<file path="src/logic/fgw_defs.svh">
// register offsets, sizes and reset values of the fast gpio port block
`ifndef FGW_DEFS_SVH
`define FGW_DEFS_SVH

`define FGW_NP 5
`define FGW_NI 2
`define FGW_AW 12
`define FGW_INT_PORT_A 0
`define FGW_INT_PORT_B 2

`define FGW_PORT_STRIDE 12'h020
`define FGW_OFF_DIR 12'h000
`define FGW_OFF_MASK 12'h004
`define FGW_OFF_PIN 12'h008
`define FGW_OFF_SET 12'h00C
`define FGW_OFF_CLR 12'h010

`define FGW_LEG_BASE 12'h200
`define FGW_LEG_STRIDE 12'h010
`define FGW_LEG_PIN 12'h000
`define FGW_LEG_SET 12'h004
`define FGW_LEG_DIR 12'h008
`define FGW_LEG_CLR 12'h00C

`define FGW_INT_BASE 12'h300
`define FGW_INT_STRIDE 12'h020
`define FGW_INT_REN 12'h000
`define FGW_INT_FEN 12'h004
`define FGW_INT_RST 12'h008
`define FGW_INT_FST 12'h00C
`define FGW_INT_CLR 12'h010

`define FGW_RST_WORD 32'h0000_0000

`endif

</file>
<file path="src/logic/fgw_pkg.sv">
// types shared by the fast gpio port block
`include "fgw_defs.svh"
package fgw_pkg;
  typedef logic [`FGW_AW-1:0] fgw_addr_t;
  typedef logic [`FGW_NP-1:0][31:0] fgw_port_t;
  typedef logic [`FGW_NI-1:0][31:0] fgw_ipin_t;

  typedef struct packed {
    fgw_addr_t addr;
    logic [31:0] wdata;
    logic [3:0] be;
    logic wr;
    logic rd;
  } fgw_req_t;

  typedef struct packed {
    fgw_port_t out;
    fgw_port_t dir;
    fgw_port_t mask;
    fgw_port_t oe;
    fgw_port_t pin_s1;
    fgw_port_t pin_s2;
    fgw_port_t pin_s3;
    fgw_ipin_t ren;
    fgw_ipin_t fen;
    fgw_ipin_t rst;
    fgw_ipin_t fst;
    logic [31:0] rdata;
    logic irq;
    logic wake;
  } fgw_state_t;
endpackage

</file>
<file path="src/logic/fgw_port.sv">
// fast gpio ports with masked access, legacy views and edge wake-up
//
// Summary of operation
// RQ1 - pins handed to a peripheral function are never driven by the port.
// RQ2 - every bit has its own direction bit, writable at any time.
// RQ3 - separate set and clear registers change outputs without read-modify.
// RQ4 - output latch and synchronised pin level are both readable.
// RQ5 - mask bits are excluded from pin writes, reads, set and clear.
// RQ6 - byte, half-word and word writes touch only the enabled lanes.
// RQ7 - one pin-register write loads a whole port's outputs.
// RQ8 - each pin of two ports flags rising, falling or both edges.
// RQ9 - pins in analog use never raise edge flags.
// RQ10 - edge capture keeps working when clocks stop in power-down; here capture needs i_sys_clk kept running.
// RQ11 - any enabled edge flag drives the wake-up request.
// RQ12 - reset makes every bit an input with drivers off.
// RQ13 - legacy register views of ports 0 and 1 are also provided.
// RQ14 - edge requests merge onto the shared external interrupt line.
// RQ15 - rise and fall flags stay set until a one is written to clear.
// RQ16 - zero bits in set and clear writes leave the latch alone.
//
// The address-and-strobe port and the placing of the registers were decided locally.
`include "fgw_defs.svh"
`timescale 1ns/1ps
`default_nettype none

module fgw_port (
  input wire logic i_sys_clk,
  input wire logic i_srst,
  input wire fgw_pkg::fgw_req_t i_bus,
  input wire fgw_pkg::fgw_port_t i_pin_in,
  input wire fgw_pkg::fgw_port_t i_func_sel,
  input wire fgw_pkg::fgw_ipin_t i_analog_sel,
  input wire logic i_ext_irq,
  output logic [31:0] o_rdata,
  output fgw_pkg::fgw_port_t o_pin_out,
  output fgw_pkg::fgw_port_t o_pin_oe,
  output logic o_shared_external_irq_line,
  output logic o_wake
);
  import fgw_pkg::*;

  fgw_state_t q;
  fgw_state_t d;
  logic clr_rise_a0;

  function automatic logic [31:0] lane_merge(input logic [31:0] old_v,
                                             input logic [31:0] new_v,
                                             input logic [3:0] be);
    logic [31:0] r;
    r = old_v;
    for (int b = 0; b < 4; b++) begin
      if (be[b]) begin
        r[b*8 +: 8] = new_v[b*8 +: 8];
      end
    end
    return r;
  endfunction

  function automatic fgw_addr_t port_adr(input int p, input fgw_addr_t off);
    return fgw_addr_t'(p * `FGW_PORT_STRIDE) + off;
  endfunction

  function automatic fgw_addr_t leg_adr(input int l, input fgw_addr_t off);
    return `FGW_LEG_BASE + fgw_addr_t'(l * `FGW_LEG_STRIDE) + off;
  endfunction

  function automatic fgw_addr_t int_adr(input int k, input fgw_addr_t off);
    return `FGW_INT_BASE + fgw_addr_t'(k * `FGW_INT_STRIDE) + off;
  endfunction

  function automatic int int_port(input int k);
    return (k == 0) ? `FGW_INT_PORT_A : `FGW_INT_PORT_B;
  endfunction

  assign clr_rise_a0 = i_bus.wr &&
      i_bus.addr == int_adr(0, `FGW_INT_CLR) && i_bus.be[0] &&
      i_bus.wdata[0];

  always_comb begin
    logic [31:0] wm;
    logic [31:0] clrm;
    logic [31:0] rise;
    logic [31:0] fall;
    logic any_irq;
    wm = '0;
    clrm = '0;
    rise = '0;
    fall = '0;
    any_irq = 1'b0;
    d = q;
    d.rdata = `FGW_RST_WORD;
    // first stage feeds only the second stage
    d.pin_s1 = i_pin_in;
    d.pin_s2 = q.pin_s1;
    d.pin_s3 = q.pin_s2;

    for (int p = 0; p < `FGW_NP; p++) begin
      wm = i_bus.wdata & ~q.mask[p];
      // drivers only where the port owns the pin and the bit is output
      d.oe[p] = q.dir[p] & ~i_func_sel[p]; // [RQ1] [RQ12]
      if (i_bus.wr) begin
        if (i_bus.addr == port_adr(p, `FGW_OFF_DIR)) begin
          d.dir[p] = lane_merge(q.dir[p], i_bus.wdata, i_bus.be); // [RQ2]
        end
        if (i_bus.addr == port_adr(p, `FGW_OFF_MASK)) begin
          d.mask[p] = lane_merge(q.mask[p], i_bus.wdata, i_bus.be); // [RQ6]
        end
        if (i_bus.addr == port_adr(p, `FGW_OFF_PIN)) begin
          d.out[p] = lane_merge(q.out[p],
              (q.out[p] & q.mask[p]) | wm, i_bus.be); // [RQ5] [RQ7]
        end
        if (i_bus.addr == port_adr(p, `FGW_OFF_SET)) begin
          d.out[p] = lane_merge(q.out[p], q.out[p] | wm,
                                i_bus.be); // [RQ3] [RQ16]
        end
        if (i_bus.addr == port_adr(p, `FGW_OFF_CLR)) begin
          d.out[p] = lane_merge(q.out[p], q.out[p] & ~wm,
                                i_bus.be); // [RQ3] [RQ16]
        end
      end
      if (i_bus.rd) begin
        if (i_bus.addr == port_adr(p, `FGW_OFF_DIR)) begin
          d.rdata = q.dir[p];
        end
        if (i_bus.addr == port_adr(p, `FGW_OFF_MASK)) begin
          d.rdata = q.mask[p];
        end
        if (i_bus.addr == port_adr(p, `FGW_OFF_PIN)) begin
          d.rdata = q.pin_s2[p] & ~q.mask[p]; // [RQ4] [RQ5]
        end
        if (i_bus.addr == port_adr(p, `FGW_OFF_SET)) begin
          d.rdata = q.out[p]; // [RQ4]
        end
      end
    end

    // legacy views ignore the mask, as older software expects
    for (int l = 0; l < 2; l++) begin
      if (i_bus.wr) begin
        if (i_bus.addr == leg_adr(l, `FGW_LEG_PIN)) begin
          d.out[l] = lane_merge(q.out[l], i_bus.wdata, i_bus.be); // [RQ13]
        end
        if (i_bus.addr == leg_adr(l, `FGW_LEG_SET)) begin
          d.out[l] = lane_merge(q.out[l], q.out[l] | i_bus.wdata,
                                i_bus.be); // [RQ13]
        end
        if (i_bus.addr == leg_adr(l, `FGW_LEG_DIR)) begin
          d.dir[l] = lane_merge(q.dir[l], i_bus.wdata, i_bus.be); // [RQ13]
        end
        if (i_bus.addr == leg_adr(l, `FGW_LEG_CLR)) begin
          d.out[l] = lane_merge(q.out[l], q.out[l] & ~i_bus.wdata,
                                i_bus.be); // [RQ13]
        end
      end
      if (i_bus.rd) begin
        if (i_bus.addr == leg_adr(l, `FGW_LEG_PIN)) begin
          d.rdata = q.pin_s2[l];
        end
        if (i_bus.addr == leg_adr(l, `FGW_LEG_SET)) begin
          d.rdata = q.out[l];
        end
        if (i_bus.addr == leg_adr(l, `FGW_LEG_DIR)) begin
          d.rdata = q.dir[l];
        end
      end
    end

    for (int k = 0; k < `FGW_NI; k++) begin
      // edges come from the synchronised level, analog pins excluded
      rise = q.pin_s2[int_port(k)] & ~q.pin_s3[int_port(k)] &
             ~i_analog_sel[k]; // [RQ8] [RQ9]
      fall = ~q.pin_s2[int_port(k)] & q.pin_s3[int_port(k)] &
             ~i_analog_sel[k]; // [RQ8] [RQ9]
      clrm = '0;
      if (i_bus.wr) begin
        if (i_bus.addr == int_adr(k, `FGW_INT_REN)) begin
          d.ren[k] = lane_merge(q.ren[k], i_bus.wdata, i_bus.be); // [RQ8]
        end
        if (i_bus.addr == int_adr(k, `FGW_INT_FEN)) begin
          d.fen[k] = lane_merge(q.fen[k], i_bus.wdata, i_bus.be); // [RQ8]
        end
        if (i_bus.addr == int_adr(k, `FGW_INT_CLR)) begin
          clrm = lane_merge('0, i_bus.wdata, i_bus.be);
        end
      end
      // a new edge in the clearing cycle survives the clear
      d.rst[k] = (q.rst[k] & ~clrm) | rise; // [RQ15]
      d.fst[k] = (q.fst[k] & ~clrm) | fall; // [RQ15]
      any_irq = any_irq | (|((q.rst[k] & q.ren[k]) |
                             (q.fst[k] & q.fen[k])));
      if (i_bus.rd) begin
        if (i_bus.addr == int_adr(k, `FGW_INT_REN)) begin
          d.rdata = q.ren[k];
        end
        if (i_bus.addr == int_adr(k, `FGW_INT_FEN)) begin
          d.rdata = q.fen[k];
        end
        if (i_bus.addr == int_adr(k, `FGW_INT_RST)) begin
          d.rdata = q.rst[k];
        end
        if (i_bus.addr == int_adr(k, `FGW_INT_FST)) begin
          d.rdata = q.fst[k];
        end
      end
    end

    // limitation: capture needs this clock, so power-down must keep it
    // running to this block; the wake level then holds until cleared
    d.wake = any_irq; // [RQ10] [RQ11]
    d.irq = any_irq | i_ext_irq; // [RQ14]
  end

  always_ff @(posedge i_sys_clk) begin
    if (i_srst) begin
      q <= '0; // [RQ12]
    end else begin
      q <= d;
    end
  end

  assign o_rdata = q.rdata;
  assign o_pin_out = q.out;
  assign o_pin_oe = q.oe;
  assign o_shared_external_irq_line = q.irq;
  assign o_wake = q.wake;
endmodule

`default_nettype wire

</file>
<file path="config.mk">
export PLATFORM = sky130hd
export DESIGN_NAME = fgw_port
export DESIGN_NICKNAME = d
export VERILOG_FILES = /design/src/logic/fgw_pkg.sv /design/src/logic/fgw_port.sv
export VERILOG_INCLUDE_DIRS = /design/src /design/src/logic
export SDC_FILE = /design/constraint.sdc
export NUM_CORES = 2
export LEC_CHECK = 0
export ABC_CLOCK_PERIOD_IN_PS = 2700
export BUFFER_PORTS_ARGS = -buffer_cell sky130_fd_sc_hd__clkbuf_2
export CELL_PAD_IN_SITES_DETAIL_PLACEMENT = 0
export CELL_PAD_IN_SITES_GLOBAL_PLACEMENT = 1
export CORE_MARGIN = 2
export CORE_UTILIZATION = 30
export CTS_CLUSTER_SIZE = 30
export DETAILED_ROUTE_END_ITERATION = 16
export PLACE_DENSITY = 0.57
export RECOVER_POWER = 50
export REMOVE_ABC_BUFFERS = 1
export SLEW_MARGIN = 20
export SYNTH_ARGS = -nofsm -noshare
export SYNTH_HDL_FRONTEND = slang
export SYNTH_SLANG_ARGS = --single-unit
</file>
<file path="constraint.sdc">
create_clock -name i_sys_clk -period 2.7 [get_ports i_sys_clk]
set_input_delay 0.405 -clock i_sys_clk [delete_from_list [all_inputs] [get_ports i_sys_clk]]
set_output_delay 0.405 -clock i_sys_clk [all_outputs]
set_load 0.05 [all_outputs]
</file>
# == After elaboration in Yosys (flattened, before gate mapping) ==
# Index checks and enable logic that the tools add are counted.
# op_classes
bitwise_logic,87
muxes,172
n_eq_ne,102
reduce_logical,74
# ops
op,count
$mux W32,80
$and A32 B32 Y32,43
$not A32 Y32,24
$mux W8,92
$or A32 B32 Y32,18
$eq A12 B10 Y1 const B,18
$reduce_and A3 Y1,56
$eq A12 B7 Y1 const B,10
$ne A2 B2 Y1 const B,36
$ne A3 B3 Y1 const B,24
$reduce_or A32 Y1,2
$eq A12 B6 Y1 const B,5
$eq A12 B8 Y1 const B,5
$reduce_and A5 Y1,12
$eq A12 B4 Y1 const B,2
$eq A12 B3 Y1 const B,1
$eq A12 B5 Y1 const B,1
$logic_not A12 Y1,1
$reduce_bool A3 Y1,3
$or A1 B1 Y1,2
# totals
ff_bits,1314
output_inout_bits,354
elab_cells,529

# == Depth between registers and ports, before layout ==
# logic_depth
word_depth,44
ltp_mapped,12
ltp_nobuf,8

# == Worst setup path after synthesis ==
# OpenSTA, ideal clock, no wires.
# synth_path
kind,input to register
start,input i_bus[40] (netlist bit)
end,"register q, in the netlist o_pin_out[114]"
required_time_ns,2.579
setup_time_ns,0.121
path_slack_ns,0.044
n_path_buf,3
cell_stages,9
arrival_time_ns,2.535
path_cell_list,buf_2 or4_1 buf_2 buf_4 nor4_4 o21ai_2 or3_1 o21ai_1 a21oi_1
# synth_between
elab_chain_len,3
elab_cells_between_ends,10
cone_classes,eq/ne (6); mux (2); reduce/logical (2)
# synth_rtl
item,line_no,text
from (decl),fgw_port.sv:29,"input wire fgw_pkg::fgw_req_t i_bus,"
"$eq A12 B7 Y1, on equally long branches","fgw_port.sv:116, fgw_port.sv:108, fgw_port.sv:112",
$ne A2 B2 Y1 (no line) (tied with other cells),--,
$reduce_and A5 Y1 (no line) / $mux W32 (equally long branches),--,
to (signal assigned),fgw_port.sv:215,q <= '0;
to (signal assigned),fgw_port.sv:217,q <= d;
to (decl),fgw_port.sv:42,fgw_state_t q;
# Several ways; a longest one is shown, not always the timed one.
# A chain may end at the register's enable or synchronous reset.

# == Final worst setup path ==
# layout_path
start,input i_bus[43] (netlist bit)
end,"register q, in the netlist o_pin_out[12]"
# layout_between
elab_chain_len,9
elab_cells_between_ends,18
cone_classes,eq/ne (9); mux (8); reduce/logical (1)
# layout_rtl
item,line_no,text
$eq A12 B4 Y1,fgw_port.sv:108,"if (i_bus.addr == port_adr(p, `FGW_OFF_PIN)) begin"
$mux W32,fgw_port.sv:108,
$mux W32,fgw_port.sv:112,"if (i_bus.addr == port_adr(p, `FGW_OFF_SET)) begin"
$mux W32,fgw_port.sv:116,"if (i_bus.addr == port_adr(p, `FGW_OFF_CLR)) begin"
$mux W32,fgw_port.sv:101,if (i_bus.wr) begin
$mux W32,fgw_port.sv:140,"if (i_bus.addr == leg_adr(l, `FGW_LEG_PIN)) begin"
$mux W32,fgw_port.sv:143,"if (i_bus.addr == leg_adr(l, `FGW_LEG_SET)) begin"
$mux W32,fgw_port.sv:150,"if (i_bus.addr == leg_adr(l, `FGW_LEG_CLR)) begin"
$mux W32,fgw_port.sv:139,if (i_bus.wr) begin
# Several ways; a longest one is shown, not always the timed one.

==> out/qor.yml <==
worst_pin_slew_ps: 1470
wire_per_inst_um: 33.5
post-route-util_pct: 41.0
wl_um: 395000
fp.coreArea_mm2: 0.199
yosysWarnings: 0
skew_ps: 47.2
antenna_found_initial: 25
cts_root_buf: "clkbuf_16"
place_ws_ps: -1060
timing.rr.end: "o_rdata[28]"
holdCritPathClass: "primary input to flop"
cts_setup_buffers: 0
reg2reg_slack_ps: 90
vdd_drop_max_mv: 0.705
r2r-start: "d[318]"
syn_avg_cell_area_um2: 8.08
timing.slew.headroom_pct: 2.12
final_common_cell: "dfxtp_1"
status: "complete, but fails checks"
setup_viol: 4
synth_edf_count: 0
finalCritPeriodShare_pct: 106
cts.sinks: 1314
synthArstFlopShare_pct: 0
cts_max_level: 4
drt_pass1_iterations: 6
path_buf_inv: 6
num_rows: 164
die_area_mm2: 0.203
rsz0062_at_grt: "no"
seq_area_frac_synth_pct: 43.9
clk_pin_slew_worst_paths_ps: 70
register_area_mm2: 0.0263
required_ps: 3350
area_delta_synth_final_pct: 36.3
cp-start-kind: "primary input"
clock.fmax_ghz: 0.350
n_fill_cell: 20400
fin_ws_ps: -157
seq_power_share_pct: 43.6
crit_chain: "clkbuf_2 > buf_4 > nor4_4 > buf_4 > nand2_1 > buf_4 > nor2_1 > buf_4 > o21ai_0 > a32oi_1 > buf_4 > a211oi_1"
insertion_delay_ps: 870
first_global_vias: 63500
crit_arrival_ps: 3500
multi_input_area_mm2: 0.0288
synthDistinctLibCells: 89
final_cell_mix: "dfxtp_1 (1314), nand2_1 (1110), buf_4 (971)"
drcViolationCount: 0
clock_path_buffers: 3
ys_seq_elements: 1314
cts_tree: "built"
synth_ff_type: "dfxtp_1"
combPwrFrac_pct: 7.5
final.setup.tns_ps: -271
io_pins: 791
io_buffers: 790
switchingPower_uw: 11700
critPathLaunch: "i_bus[43]"
syn_area_mm2: 0.0599
p_int_uw: 34400
critPathMaxFanout: 14
drive_gt1_share_pct: 23.1
maxCapViolCount: 0
start_util_pct: 30.1
die_w_um: 451
power_density_mw_per_mm2: 564
grt_max_degree: 108
grt_pass1_wl_um: 531000
switching_share_pct: 25.4
critPathCapture: "o_pin_out[12]"
critPathMaxStageDelay_ps: 530
nNetsFinal: 9425
path_depth: 12
ant_nets: 0
gp_congestion: 1.02
crit_path_frequent_cell: "buf_4"
dp.final_hpwl_um: 311000
track_usage_pct: 37.3
power_frac_clock_pct: 49.0
final_max_slew_viol_count: 0
slowest_stage: "a32oi_1"
reg2regPathDepth: 10
numCtsBuffers: 154
hold_viol: 0
synthCells: 7417
end_kind: "flop"
period_minus_slack_ps: 2860
p_leak_uw: 0.0310
die_h_um: 451
drtIter0Drc: 8190
vias: 67000
overflow: 0
violations: "negative setup slack"
critical_path_class: "primary input to flop"
critical-path-top-delay-family: "buffers and inverters"
viasPerCell: 5.69
==> Yosys cell counts, types with 16 or more instances <==
| library cell | instances | share of area (%) |
|---|---|---|
| or3_1 | 49 | 0.51 |
| o221ai_1 | 39 | 0.57 |
| o22a_1 | 18 | 0.26 |
| nor2b_1 | 402 | 4.2 |
| inv_1 | 67 | 0.42 |
| o211ai_1 | 27 | 0.34 |
| nand4_1 | 29 | 0.30 |
| a22o_1 | 29 | 0.42 |
| a21oi_1 | 877 | 7.3 |
| a221o_1 | 23 | 0.38 |
| clkbuf_1 | 411 | 2.6 |
| a221oi_1 | 89 | 1.3 |
| or4_1 | 20 | 0.25 |
| a222oi_1 | 18 | 0.30 |
| nor3b_1 | 166 | 2.1 |
| nor2_1 | 576 | 3.6 |
| nand2_1 | 1115 | 7.0 |
| nand3b_1 | 76 | 0.95 |
| o21a_1 | 21 | 0.26 |
| o22ai_1 | 83 | 0.87 |
| o31ai_1 | 112 | 1.4 |
| nand3_1 | 149 | 1.2 |
| a211oi_1 | 43 | 0.54 |
| a32o_1 | 22 | 0.37 |
| dfxtp_1 | 1314 | 44 |
| a31oi_1 | 46 | 0.48 |
| a32oi_1 | 49 | 0.72 |
| o21ai_1 | 26 | 0.22 |
| o21ai_0 | 447 | 3.7 |
| buf_2 | 89 | 0.74 |
| o2111ai_1 | 26 | 0.38 |
| mux2i_1 | 23 | 0.38 |
| a22oi_1 | 179 | 2.2 |
| buf_4 | 359 | 4.5 |
| nor4_1 | 16 | 0.17 |
| nor3_1 | 87 | 0.73 |
| buf_1 | 32 | 0.20 |
==> through the flow <==
step | std cells | hold slack (ps) | instance area [um2] | total power (uW)
after detailed placement | 11100 | 420 | 72600 | 23400
final | 11800 | 68.9 | 81700 | 46100
after global placement | 11100 | 421 | 72600 | 23400
after floorplan | 6524 | 414 | 55100 | 21000
after CTS | 11800 | 9.41 | 82000 | 46300
after global routing | 11800 | 66.1 | 81600 | 47200
==> flip-flops by register name (all words and copies together), names as in the netlist <==
register	count
o_pin_oe	160
d	320
o_wake	1
o_pin_out	160
q	640
o_rdata	32
o_shared_external_irq_line	1
==> per-layer routing <==
layer	up-vias	track usage, %	wire (um)
met5	-	0	75
met4	12	27.9	34600
met3	977	6.97	31000
met2	3917	57.4	172000
met1	32800	46.3	157000
li1	29300	-	-
==> worst reg2reg max path: cells and delay by family, from the launching register on <==
kind | cells | cell delay (ps)
compound gates | 7 | 1470
buf+inv | 2 | 340
simple gates | 1 | 170
flops | 1 | 510
==> timing repair <==
item,in CTS,in global routing
hold endpoints to repair,459,0
hold buffers,391,0
endpoints found under the setup margin,5,3
gates resized for setup,5,7
pin swaps,0,1
==> area by class of cell <==
type / instances / area share [%]
well taps: 2656 / 4.07
diodes: 19 / 0.0582
flip-flops and latches: 1314 / 32.2
inverters: 68 / 0.313
repair buffers: 2308 / 21.5
clock inverters: 64 / 1.14
clock buffers: 214 / 5.49
multi-input cells: 5142 / 35.2
==> power groups by stage <==
stage | Clock, uW | Sequential, uW | Combinational [uW]
final | 22600 | 20100 | 3430
after global routing | 23600 | 20100 | 3570
after CTS | 22900 | 20100 | 3390
after detailed placement | 0 | 20500 | 2930
after global placement | 0 | 20500 | 2930
after floorplan | 0 | 20300 | 704
==> kinds of logic after synthesis <==
logic type                after synthesis  share of synthesized area (%)
AOI/OAI and AO/OA                    2320                           24.4
xor gates and xnor gates                1                         0.0146
buffers and inverters                 961                           8.48
DFF                                  1314                           43.9
muxes                                  36                          0.628
and+or+nand+nor                      2785                           22.6
==> how the worst min path moves through the flow <==
| stage | slack [ps] | start | depth (start not counted) | endpoint |
|---|---|---|---|---|
| global placement | 420 | d[519] | 1 | d[359] |
| CTS | 9 | i_bus[23] | 4 | q[947] |
| finish | 70 | i_bus[23] | 4 | q[947] |
| global route | 70 | i_bus[12] | 3 | q[936] |
| detailed placement | 420 | d[588] | 1 | d[428] |
| floorplan | 410 | d[450] | 1 | d[290] |
(Power assumes the default switching activity.)
